$ cat src/hdl/lpr_pkg.sv
// Package: constants for the logic probe response unit
package lpr_pkg;
	// Clock
	localparam int CLK_PERIOD_PS = 4000;
	// Timing figures in their own units
	localparam int LEVEL_MIN_NS = 75;
	localparam int INVALID_MIN_NS = 100;
	localparam int HOLD_MS = 250;
	localparam int FREE_RATE_HZ = 1000;
	// Derived cycle counts (least times round up, periods exact)
	localparam int LEVEL_MIN_CYC = (LEVEL_MIN_NS * 1000 + CLK_PERIOD_PS - 1) / CLK_PERIOD_PS;
	localparam int INVALID_MIN_CYC = (INVALID_MIN_NS * 1000 + CLK_PERIOD_PS - 1) / CLK_PERIOD_PS;
	localparam longint HOLD_CYC_L = (64'(HOLD_MS) * 64'd1000000000 + 64'(CLK_PERIOD_PS) - 64'd1)
		/ 64'(CLK_PERIOD_PS);
	localparam int HOLD_CYC = int'(HOLD_CYC_L);
	localparam int FREE_CYC = int'(64'd1000000000000 / (64'(FREE_RATE_HZ) * 64'(CLK_PERIOD_PS)));
	// Widths
	localparam int CNT_W = 7;
	localparam int SIG_W = 16;
	localparam int TMR_W = 26;
	// Reset values and signature polynomial
	localparam logic [6:0] CNT_RST = 7'h00;
	localparam logic [15:0] SIG_RST = 16'h0000;
	localparam logic [15:0] SIG_POLY = 16'h1281;
	// APB register byte offsets
	localparam logic [7:0] OFS_CTRL = 8'h00;
	localparam logic [7:0] OFS_STATUS = 8'h04;
	localparam logic [7:0] OFS_COUNT = 8'h08;
	localparam logic [7:0] OFS_HIST = 8'h0C;
	localparam logic [7:0] OFS_SIG = 8'h10;
	// Control register fields
	localparam int CTRL_MODE_LSB = 0;
	localparam int CTRL_SEL_BIT = 2;
	localparam int CTRL_CAP_BIT = 3;
	// Sync mode encodings
	typedef enum logic [1:0] {
		LPR_FREE = 2'h0,
		LPR_ADDR = 2'h1,
		LPR_DATA = 2'h2
	} lpr_mode_type;
endpackage : lpr_pkg

$ cat src/hdl/lpr_response_unit.sv
// Module: logic probe response unit with APB register slave
// Function
// - Event counter is seven bits and wraps from 127 back to zero.
// - Capture strobe snapshots the count, then clears the counter.
// - Counter counts in every sync mode, ignoring qualification.
// - Count only on falls from above high threshold, not low/invalid moves.
// - Sticky high, invalid, low flags reported on strobe then cleared.
// - In address or data sync, history samples at end of valid period.
// - In free-run, history samples at a 1 kHz rate.
// - Sampled tip bits compress into a 16-bit CRC signature.
// - Signature updates only in address or data sync, never free-run.
// - Only samples taken in valid periods enter the signature.
// - Strobe reports accumulated signature and restarts accumulation.
// - Scope trigger follows sync: falls near cycle start, rises near end.
// - Green lamp lights only for a low lasting more than 75 ns.
// - Red lamp lights only for a high lasting more than 75 ns.
// - Invalid shows both lamps off; invalid shorter than 100 ns ignored.
// - A lamp once lit stays on at least 0.25 seconds.
// - In sync modes lamps respond to the tip only during sync interval.
// - In sync modes only the counter observes all tip activity; lamps, history and signature are gated by sync.
// - Any mode selection clears count, history and signature.
// - Reset leaves free-run selected.
`timescale 1ns/10ps
module lpr_response_unit #(
	parameter logic [15:0] SIG_POLY = lpr_pkg::SIG_POLY,
	parameter int LEVEL_MIN_CYC = lpr_pkg::LEVEL_MIN_CYC,
	parameter int INVALID_MIN_CYC = lpr_pkg::INVALID_MIN_CYC,
	parameter int HOLD_CYC = lpr_pkg::HOLD_CYC,
	parameter int FREE_CYC = lpr_pkg::FREE_CYC
) (
	input wire logic i_mclk, // Instrument clock, 250 MHz
	input wire logic i_srst, // Synchronous reset, active high
	input wire logic i_tip_high, // Tip above high threshold (pin)
	input wire logic i_tip_low, // Tip below low threshold (pin)
	input wire logic i_sync, // Sync pulse, high in valid period (pin)
	input wire logic i_psel, // APB select
	input wire logic i_penable, // APB enable
	input wire logic i_pwrite, // APB direction
	input wire logic [7:0] i_paddr, // APB byte address
	input wire logic [31:0] i_pwdata, // APB write data
	output logic [31:0] o_prdata, // APB read data
	output logic o_pready, // APB ready
	output logic o_pslverr, // APB error
	output logic o_scope_trig, // Scope trigger, low during sync
	output logic o_lamp_red, // Red lamp drive
	output logic o_lamp_green // Green lamp drive
);
	// Pin synchronisers
	logic [2:0] pin_s1_reg;
	logic [2:0] pin_s2_reg;
	always_ff @(posedge i_mclk) begin
		if (i_srst) begin
			pin_s1_reg <= 3'h0;
			pin_s2_reg <= 3'h0;
		end else begin
			pin_s1_reg <= {i_sync, i_tip_low, i_tip_high};
			pin_s2_reg <= pin_s1_reg;
		end
	end
	wire tip_hi = pin_s2_reg[0];
	wire tip_lo = pin_s2_reg[1];
	wire sync_lv = pin_s2_reg[2];
	wire tip_inv = !tip_hi && !tip_lo;

	logic tip_hi_d_reg;
	logic tip_lo_d_reg;
	logic sync_d_reg;
	always_ff @(posedge i_mclk) begin
		if (i_srst) begin
			tip_hi_d_reg <= 1'b0;
			tip_lo_d_reg <= 1'b0;
			sync_d_reg <= 1'b0;
		end else begin
			tip_hi_d_reg <= tip_hi;
			tip_lo_d_reg <= tip_lo;
			sync_d_reg <= sync_lv;
		end
	end

	// APB decode
	wire apb_acc = i_psel && i_penable && o_pready; // Write acts only at the ready edge
	wire apb_wr = apb_acc && i_pwrite;
	wire hit_ctrl = i_paddr == lpr_pkg::OFS_CTRL;
	wire hit_stat = i_paddr == lpr_pkg::OFS_STATUS;
	wire hit_cnt = i_paddr == lpr_pkg::OFS_COUNT;
	wire hit_hist = i_paddr == lpr_pkg::OFS_HIST;
	wire hit_sig = i_paddr == lpr_pkg::OFS_SIG;
	wire hit_any = hit_ctrl || hit_stat || hit_cnt || hit_hist || hit_sig;
	wire ctrl_wr = apb_wr && hit_ctrl;
	wire mode_sel = ctrl_wr && i_pwdata[lpr_pkg::CTRL_SEL_BIT];
	wire capture = ctrl_wr && i_pwdata[lpr_pkg::CTRL_CAP_BIT];
	wire [1:0] wr_mode = i_pwdata[lpr_pkg::CTRL_MODE_LSB +: 2];
	wire wr_mode_ok = wr_mode == lpr_pkg::LPR_ADDR || wr_mode == lpr_pkg::LPR_DATA;

	lpr_pkg::lpr_mode_type mode_reg;
	always_ff @(posedge i_mclk) begin
		if (i_srst) begin
			mode_reg <= lpr_pkg::LPR_FREE;
		end else if (mode_sel) begin
			mode_reg <= wr_mode_ok ? lpr_pkg::lpr_mode_type'(wr_mode) : lpr_pkg::LPR_FREE;
		end
	end
	wire synced = mode_reg != lpr_pkg::LPR_FREE;
	wire clr_acc = capture || mode_sel;

	// Event counter
	wire fall_evt = tip_hi_d_reg && !tip_hi;
	logic [6:0] count_reg;
	logic [6:0] count_cap_reg;
	always_ff @(posedge i_mclk) begin
		if (i_srst || clr_acc) begin
			count_reg <= lpr_pkg::CNT_RST;
		end else if (fall_evt) begin
			count_reg <= count_reg + 7'h01;
		end
	end
	always_ff @(posedge i_mclk) begin
		if (i_srst || mode_sel) begin
			count_cap_reg <= lpr_pkg::CNT_RST;
		end else if (capture) begin
			count_cap_reg <= count_reg + {6'h00, fall_evt};
		end
	end

	// Sample points
	logic [25:0] free_tmr_reg;
	wire free_tick = free_tmr_reg == 26'(FREE_CYC - 1);
	always_ff @(posedge i_mclk) begin
		if (i_srst || free_tick) begin
			free_tmr_reg <= 26'h0000000;
		end else begin
			free_tmr_reg <= free_tmr_reg + 26'h0000001;
		end
	end
	wire sync_end = sync_d_reg && !sync_lv;
	wire hist_smp = synced ? sync_end : free_tick;
	wire sig_smp = synced && sync_lv;

	// Level history
	logic [2:0] hist_reg;
	logic [2:0] hist_cap_reg;
	// Synced modes record the last level inside the valid period, never invalid
	wire [2:0] hist_sync = {tip_hi_d_reg, 1'b0, tip_lo_d_reg};
	wire [2:0] hist_free = {tip_hi, tip_inv, tip_lo};
	wire [2:0] hist_new = synced ? hist_sync : hist_free;
	always_ff @(posedge i_mclk) begin
		if (i_srst || clr_acc) begin
			hist_reg <= 3'h0;
		end else if (hist_smp) begin
			hist_reg <= hist_reg | hist_new;
		end
	end
	always_ff @(posedge i_mclk) begin
		if (i_srst || mode_sel) begin
			hist_cap_reg <= 3'h0;
		end else if (capture) begin
			hist_cap_reg <= hist_reg | (hist_smp ? hist_new : 3'h0);
		end
	end

	// Signature register
	logic [15:0] sig_reg;
	logic [15:0] sig_cap_reg;
	wire fb = sig_reg[15] ^ tip_hi;
	wire [15:0] sig_next = {sig_reg[14:0], 1'b0} ^ (fb ? SIG_POLY : 16'h0000);
	always_ff @(posedge i_mclk) begin
		if (i_srst || clr_acc) begin
			sig_reg <= lpr_pkg::SIG_RST;
		end else if (sig_smp) begin
			sig_reg <= sig_next;
		end
	end
	always_ff @(posedge i_mclk) begin
		if (i_srst || mode_sel) begin
			sig_cap_reg <= lpr_pkg::SIG_RST;
		end else if (capture) begin
			sig_cap_reg <= sig_smp ? sig_next : sig_reg;
		end
	end

	// Lamp qualification
	wire lamp_win = !synced || sync_lv;
	logic [7:0] lo_run_reg;
	logic [7:0] hi_run_reg;
	logic [7:0] inv_run_reg;
	wire lo_q = lamp_win && tip_lo && lo_run_reg == 8'(LEVEL_MIN_CYC);
	wire hi_q = lamp_win && tip_hi && hi_run_reg == 8'(LEVEL_MIN_CYC);
	wire inv_q = lamp_win && tip_inv && inv_run_reg == 8'(INVALID_MIN_CYC);
	always_ff @(posedge i_mclk) begin
		if (i_srst) begin
			lo_run_reg <= 8'h00;
			hi_run_reg <= 8'h00;
			inv_run_reg <= 8'h00;
		end else begin
			lo_run_reg <= (lamp_win && tip_lo) ? (lo_q ? lo_run_reg : lo_run_reg + 8'h01) : 8'h00;
			hi_run_reg <= (lamp_win && tip_hi) ? (hi_q ? hi_run_reg : hi_run_reg + 8'h01) : 8'h00;
			inv_run_reg <= (lamp_win && tip_inv) ? (inv_q ? inv_run_reg : inv_run_reg + 8'h01) : 8'h00;
		end
	end

	// Lamp hold timers
	logic [25:0] red_tmr_reg;
	logic [25:0] grn_tmr_reg;
	wire red_busy = red_tmr_reg != 26'h0000000;
	wire grn_busy = grn_tmr_reg != 26'h0000000;
	always_ff @(posedge i_mclk) begin
		if (i_srst) begin
			red_tmr_reg <= 26'h0000000;
			grn_tmr_reg <= 26'h0000000;
		end else begin
			red_tmr_reg <= hi_q ? 26'(HOLD_CYC) : (red_busy ? red_tmr_reg - 26'h0000001 : red_tmr_reg);
			grn_tmr_reg <= lo_q ? 26'(HOLD_CYC) : (grn_busy ? grn_tmr_reg - 26'h0000001 : grn_tmr_reg);
		end
	end
	// Lamps: held on by timer; invalid alone turns a lamp off only after hold
	always_ff @(posedge i_mclk) begin
		if (i_srst) begin
			o_lamp_red <= 1'b0;
			o_lamp_green <= 1'b0;
		end else begin
			o_lamp_red <= hi_q || (red_busy && !(inv_q && red_tmr_reg == 26'h0000001));
			o_lamp_green <= lo_q || (grn_busy && !(inv_q && grn_tmr_reg == 26'h0000001));
		end
	end

	// Scope trigger
	always_ff @(posedge i_mclk) begin
		if (i_srst) begin
			o_scope_trig <= 1'b1;
		end else begin
			o_scope_trig <= !sync_lv;
		end
	end

	// APB read data and answer
	wire [31:0] rd_mux = hit_ctrl ? {29'h0, 1'b0, 2'(mode_reg)} :
		hit_stat ? {26'h0, o_lamp_red, o_lamp_green, hist_reg, synced} :
		hit_cnt ? {25'h0, count_cap_reg} :
		hit_hist ? {29'h0, hist_cap_reg} :
		hit_sig ? {16'h0, sig_cap_reg} : 32'h00000000;
	always_ff @(posedge i_mclk) begin
		if (i_srst) begin
			o_prdata <= 32'h00000000;
			o_pready <= 1'b0;
			o_pslverr <= 1'b0;
		end else begin
			o_pready <= i_psel && !o_pready;
			o_pslverr <= i_psel && !o_pready && !hit_any;
			o_prdata <= (i_psel && !i_pwrite) ? rd_mux : 32'h00000000;
		end
	end

	// Assertions
	AST_WRAP: assert property (@(posedge i_mclk) disable iff (i_srst)
		(count_reg == 7'h7F && fall_evt && !clr_acc) |=> count_reg == 7'h00)
		else $error("counter did not wrap");
	AST_CAPCLR: assert property (@(posedge i_mclk) disable iff (i_srst)
		(capture && !mode_sel) |=> count_reg == 7'h00 && count_cap_reg == $past(count_reg) + 7'($past(fall_evt)))
		else $error("capture wrong");
	AST_NOCNT: assert property (@(posedge i_mclk) disable iff (i_srst)
		(!fall_evt && !clr_acc) |=> $stable(count_reg))
		else $error("count without fall");
	AST_FREESIG: assert property (@(posedge i_mclk) disable iff (i_srst)
		(!synced && !clr_acc) |=> $stable(sig_reg))
		else $error("signature moved in free-run");
	AST_MODECLR: assert property (@(posedge i_mclk) disable iff (i_srst)
		mode_sel |=> count_reg == 7'h00 && hist_reg == 3'h0 && sig_reg == 16'h0000)
		else $error("mode select did not clear");
	AST_HOLD: assert property (@(posedge i_mclk) disable iff (i_srst)
		$rose(o_lamp_red) |=> o_lamp_red [*8])
		else $error("red lamp not held");
	AST_GRNQ: assert property (@(posedge i_mclk) disable iff (i_srst)
		$rose(o_lamp_green) |-> $past(lo_q))
		else $error("green lit without low");
	AST_WIN: assert property (@(posedge i_mclk) disable iff (i_srst)
		(synced && !sync_lv) |-> !hi_q && !lo_q)
		else $error("lamp qualified outside window");
	AST_TRIG: assert property (@(posedge i_mclk) disable iff (i_srst)
		$rose(sync_lv) |=> !o_scope_trig)
		else $error("trigger did not fall");

	AST_CNT_INC: assert property (@(posedge i_mclk) disable iff (i_srst)
		(fall_evt && !clr_acc) |=> count_reg == $past(count_reg) + 7'h01)
		else $error("count did not follow fall");

	AST_MODE_RST: assert property (@(posedge i_mclk)
		i_srst |=> mode_reg == lpr_pkg::LPR_FREE)
		else $error("reset did not select free-run");

	AST_HIST_CLR: assert property (@(posedge i_mclk) disable iff (i_srst)
		clr_acc |=> hist_reg == 3'h0)
		else $error("history not cleared");

	AST_HIST_CAP: assert property (@(posedge i_mclk) disable iff (i_srst)
		(capture && !mode_sel) |=> (hist_cap_reg & $past(hist_reg)) == $past(hist_reg))
		else $error("captured history lost a level");

	AST_HIST_STICKY: assert property (@(posedge i_mclk) disable iff (i_srst)
		!clr_acc |=> (hist_reg & $past(hist_reg)) == $past(hist_reg))
		else $error("history flag dropped without clear");

	AST_HIST_SYNCPT: assert property (@(posedge i_mclk) disable iff (i_srst)
		(synced && !sync_end && !clr_acc) |=> $stable(hist_reg))
		else $error("history moved inside valid period");

	AST_HIST_NOINV: assert property (@(posedge i_mclk) disable iff (i_srst)
		synced |-> !hist_reg[1])
		else $error("invalid recorded in sync mode");

	AST_FREE_PT: assert property (@(posedge i_mclk) disable iff (i_srst)
		(!synced && !free_tick && !clr_acc) |=> $stable(hist_reg))
		else $error("free-run history moved off tick");

	AST_TICK: assert property (@(posedge i_mclk) disable iff (i_srst)
		free_tick |=> free_tmr_reg == 26'h0000000)
		else $error("sample timer did not restart");

	AST_SIG_SHIFT: assert property (@(posedge i_mclk) disable iff (i_srst)
		(sig_smp && !clr_acc) |=> sig_reg == (($past(sig_reg) << 1) ^
		(($past(sig_reg[15]) ^ $past(tip_hi)) ? SIG_POLY : 16'h0000)))
		else $error("signature shift wrong");

	AST_SIG_HOLD: assert property (@(posedge i_mclk) disable iff (i_srst)
		(!sig_smp && !clr_acc) |=> $stable(sig_reg))
		else $error("signature moved outside valid period");

	AST_SIG_CAP: assert property (@(posedge i_mclk) disable iff (i_srst)
		(capture && !mode_sel && !sig_smp) |=> sig_cap_reg == $past(sig_reg) && sig_reg == 16'h0000)
		else $error("signature capture wrong");

	AST_TRIG_RISE: assert property (@(posedge i_mclk) disable iff (i_srst)
		$fell(sync_lv) |=> o_scope_trig)
		else $error("trigger did not rise");

	AST_REDQ: assert property (@(posedge i_mclk) disable iff (i_srst)
		$rose(o_lamp_red) |-> $past(hi_q))
		else $error("red lit without high");

	AST_RED_MIN: assert property (@(posedge i_mclk) disable iff (i_srst)
		$rose(hi_q) |-> $past(tip_hi) && $past(hi_run_reg) == 8'(LEVEL_MIN_CYC - 1))
		else $error("high qualified too soon");

	AST_GRN_HOLD: assert property (@(posedge i_mclk) disable iff (i_srst)
		$rose(o_lamp_green) |=> o_lamp_green [*8])
		else $error("green lamp not held");

	AST_RED_TMR: assert property (@(posedge i_mclk) disable iff (i_srst)
		(red_busy && red_tmr_reg != 26'h0000001) |=> o_lamp_red)
		else $error("red dropped during hold");

	AST_GRN_TMR: assert property (@(posedge i_mclk) disable iff (i_srst)
		(grn_busy && grn_tmr_reg != 26'h0000001) |=> o_lamp_green)
		else $error("green dropped during hold");

	AST_LOAD: assert property (@(posedge i_mclk) disable iff (i_srst)
		hi_q |=> red_tmr_reg == 26'(HOLD_CYC))
		else $error("hold timer not loaded");

	AST_RED_OFF: assert property (@(posedge i_mclk) disable iff (i_srst)
		(!hi_q && !red_busy) |=> !o_lamp_red)
		else $error("red lit with no high");

	AST_GRN_OFF: assert property (@(posedge i_mclk) disable iff (i_srst)
		(!lo_q && !grn_busy) |=> !o_lamp_green)
		else $error("green lit with no low");

	AST_WIN_CLR: assert property (@(posedge i_mclk) disable iff (i_srst)
		(synced && !sync_lv) |=> lo_run_reg == 8'h00 && hi_run_reg == 8'h00)
		else $error("level filter ran outside window");
	COV_WRAP: cover property (@(posedge i_mclk) count_reg == 7'h7F && fall_evt);
	COV_CAP: cover property (@(posedge i_mclk) capture && count_reg != 7'h00);
	COV_SIG: cover property (@(posedge i_mclk) capture && synced && sig_reg != 16'h0000);
	COV_BOTH: cover property (@(posedge i_mclk) o_lamp_red && o_lamp_green);
endmodule // lpr_response_unit

$ cat config.mk
export PLATFORM = sky130hd
export DESIGN_NAME = lpr_response_unit
export DESIGN_NICKNAME = d
export VERILOG_FILES = /design/src/hdl/lpr_pkg.sv /design/src/hdl/lpr_response_unit.sv
export SDC_FILE = /design/constraint.sdc
export NUM_CORES = 1
export LEC_CHECK = 0
export ABC_CLOCK_PERIOD_IN_PS = 6640
export BUFFER_PORTS_ARGS = -buffer_cell sky130_fd_sc_hd__buf_2
export CAP_MARGIN = 20
export CORE_MARGIN = 2
export CORE_UTILIZATION = 50
export CTS_BUF_LIST = sky130_fd_sc_hd__clkbuf_8
export DETAILED_ROUTE_END_ITERATION = 10
export PLACE_DENSITY = 0.68
export SLEW_MARGIN = 25
export SYNTH_ARGS = -nofsm -noshare
export SYNTH_HDL_FRONTEND = slang
export SYNTH_SLANG_ARGS = --single-unit
$ cat constraint.sdc
create_clock -name i_mclk -period 6.64 [get_ports i_mclk]
set_input_delay 0.664 -clock i_mclk [delete_from_list [all_inputs] [get_ports i_mclk]]
set_output_delay 0.664 -clock i_mclk [all_outputs]
set_load 0.1 [all_outputs]
==> results by group <==
Critical path
  • Worst Path Arrival: 3.10 ns
  • CP Max Fanout: 8
  • Worst path max stage delay: 0.78 ns
  • CP Cell Sequence: nor4_1, nand4_1, o21ai_0, buf_4, nor4_1, o31a_1
  • Crit-path most repeated cell: nor4_1
  • Delay-heaviest family, CP: compound AO/OA/AOI/OAI gates
  • Critical path class: reg -> reg
  • Slowest stage cell, crit path: o21ai_0
  • Worst path required time: 7.01 ns
  • Startpoint types: flop
  • CP endpoint kind: flop
  • Worst path buffer plus inverter count: 1

Clocking
  • Post-CTS Setup Bufs: 0
  • Post-CTS Resized: 0
  • H-Tree Depth: 4
  • Worst-path clk slew: 0.10 ns
  • CTS tree: done
  • CTS sink count: 186
  • Root buf cell: clkbuf_8
  • Post-CTS Hold Fix Bufs: 0
  • Clock Tree Buf Depth: 2
  • Clk_lat worst skew: 0.47 ns
  • Inserted Clock Buffers: 17

Route
  • # DRC: 0
  • Vias: 6234
  • Detailed Route WL: 15470 um
  • Drt wl/cell: 13.35 um
  • Post-route ant nets: 0
  • Pre-antenna DRT Iters: 5
  • Iter 0 DRT Violations: 321
  • Drt via density: 5.383

Placed design
  • Placed Cells: 1126
  • IO Port Bufs: 40
  • GP Congestion: 0.8174
  • Dpl hpwl: 10410 um

GRT
  • Largest net degree at the start of global routing: 41
  • Gr usage total: 18.79%
  • Total gr overflow: 0
  • First-pass GRT wire length: 25920 um
  • Vias in the first global route: 5580
  • Initial antenna violation count: 0

Timing
  • Fin Hold WS: 0.4050 ns
  • Final hold vios: 0
  • Count of final max-slew check failures: 0
  • Max_slew headroom: 33.55%
  • Setup TNS: 0 ns
  • Clock skew: 0.01054 ns
  • Final min period: 2.734 ns
  • Max frequency: 365.8 MHz
  • Period utilisation layout: 41.17%
  • Slew @ Worst Pin: 0.9924 ns
  • Unrepaired setup endpoints after global routing: false
  • Setup violators final: 0

Layout
  • Fin util: 55.34%
  • Most common cell after layout, fill and taps aside: dfxtp_1
  • Post-route insts no fill: 1158
  • Layout cells sized above 1: 10.08%
  • Layout net count: 991
  • Most frequent cells in the layout: dfxtp_1, nor2_1, nand2_1
  • Synth-to-layout area growth: 8.880%
  • Diode count: 0

Logic synthesis
  • Async SR Flop Fraction: 0%
  • Netlist cell types: 59
  • Post-synth top flop: dfxtp_1
  • Syn Std Cell Area: 0.008045 mm^2
  • Mean area per synthesized cell: 8.909 um^2
  • Post-synthesis cell count: 903
  • Number of flops mapped to enable cells by yosys: 0
  • Ys Warns: 0
  • Synthesis-stage register bit count: 186
  • Post-synthesis sequential area ratio: 46.28%

Power
  • Leak Pwr: 3.348 nW
  • Total power: 3.193 mW
  • Power Density: 364.5 mW/mm^2
  • Combinational fraction of design power: 33.7%
  • Sequential fraction of design power: 42.4%
  • Clock group share of total power: 23.8%
  • VDD IR-drop max: 0.1908 mV
  • Sw frac: 38.38%
  • P_int: 1.967 mW
  • Switch Pwr: 1.225 mW

Min path
  • HP Class: in -> reg

Floorplanning
  • CORE AREA: 0.01583 mm^2
  • FP Rows: 46
  • Die area: 0.01712 mm^2
  • Ports: 85
  • Die height: 130.9 um
  • Initial Util: 50.83%
  • Die Width: 130.9 um

Outcome
  • Outcome: finished clean

Flow run
  • Max Cap Viol: 0
-- layout make-up --
type                       count  area [um^2]
fill                        1450         7068
multi-input combinational    662         4069
sequential                   186         3724
tap                          216        270.3
clock buffer                  17        234.0
timing repair buffer          44        230.2
clock inverter                15        165.2
inverter                      18        67.56
-- layer usage --
metal  up-vias  track usage (%)  share of wire (%)
met5         -                0                  0
met4         0            6.070                1.4
met3        17            4.438                3.4
met2        83            29.50                 43
met1      2904            25.66                 52
li1       3230                -                  -
-- power groups by stage --
stage          combinational, mW  sequential (mW)  clock (mW)
3_3_place_gp                1.05             1.37           0
4_1_cts                     1.07             1.35       0.782
5_1_grt                     1.20             1.37       0.835
3_5_place_dp                1.06             1.38           0
6_report                    1.08             1.36       0.761
2_1_floorplan              0.875             1.39           0
-- final timing paths --
kind | from | end | slack (ns) | depth (start not counted)
worst min-delay path | i_sync | pin_s1_reg[2] | 0.41 | 2
worst max-delay path | red_tmr_reg[13] | red_tmr_reg[25] | 3.91 | 6
worst max register to register | red_tmr_reg[13] | red_tmr_reg[25] | 3.91 | 6
worst min register to register | pin_s1_reg[0] | pin_s2_reg[0] | 0.44 | 1
-- through the flow --
stage                     worst slack, ns  cell area, um^2
after floorplan                     4.226             8102
after global placement              3.754             8347
after detailed placement            3.717             8347
after CTS                           3.944             8746
after global routing                3.707             8760
final                               3.906             8760
-- cells by family (layout without fill, tap and decap cells) --
| family | count (synthesis) | in the layout | synth area share, % |
|---|---|---|---|
| simple gates | 379 | 379 | 24.28 |
| flops | 186 | 186 | 46.28 |
| compound gates | 159 | 159 | 12.50 |
| xor+xnor | 74 | 74 | 8.056 |
| buf+inv | 70 | 94 | 4.168 |
| mux | 20 | 20 | 2.488 |
| fa+ha+maj | 14 | 14 | 2.177 |
| other cells | 1 | 16 | 0.04661 |
-- synthesized netlist by cell type, types with 3 or more instances --
master,instances,area (um^2)
nand3_1,39,195.2
and3_1,11,68.82
xor2_1,47,411.6
buf_4,16,120.1
mux2i_1,20,200.2
nand4b_1,3,26.28
nand4_1,16,100.1
and2_1,12,75.07
o311ai_0,3,26.28
clkbuf_1,28,105.1
buf_2,4,20.02
a22oi_1,6,45.04
nor4_1,19,118.9
buf_1,3,11.26
nor2_1,121,454.2
a211oi_1,5,37.54
ha_1,14,175.2
o21ai_0,36,180.2
or4_1,16,120.1
a21oi_1,40,200.2
o31ai_1,23,172.7
nor2b_1,12,75.07
or3_1,15,93.84
o31a_1,3,26.28
nor3b_1,5,37.54
dfxtp_1,186,3724
inv_1,18,67.56
nor3_1,19,95.09
and4_1,5,43.79
o211ai_1,5,37.54
or2_2,11,68.82
nand2b_1,6,37.54
nand3b_1,5,37.54
nand2_1,54,202.7
xnor2_1,27,236.5
a31oi_1,18,112.6
nor4b_1,3,26.28
No activity file was read; power rests on OpenSTA's default activity.
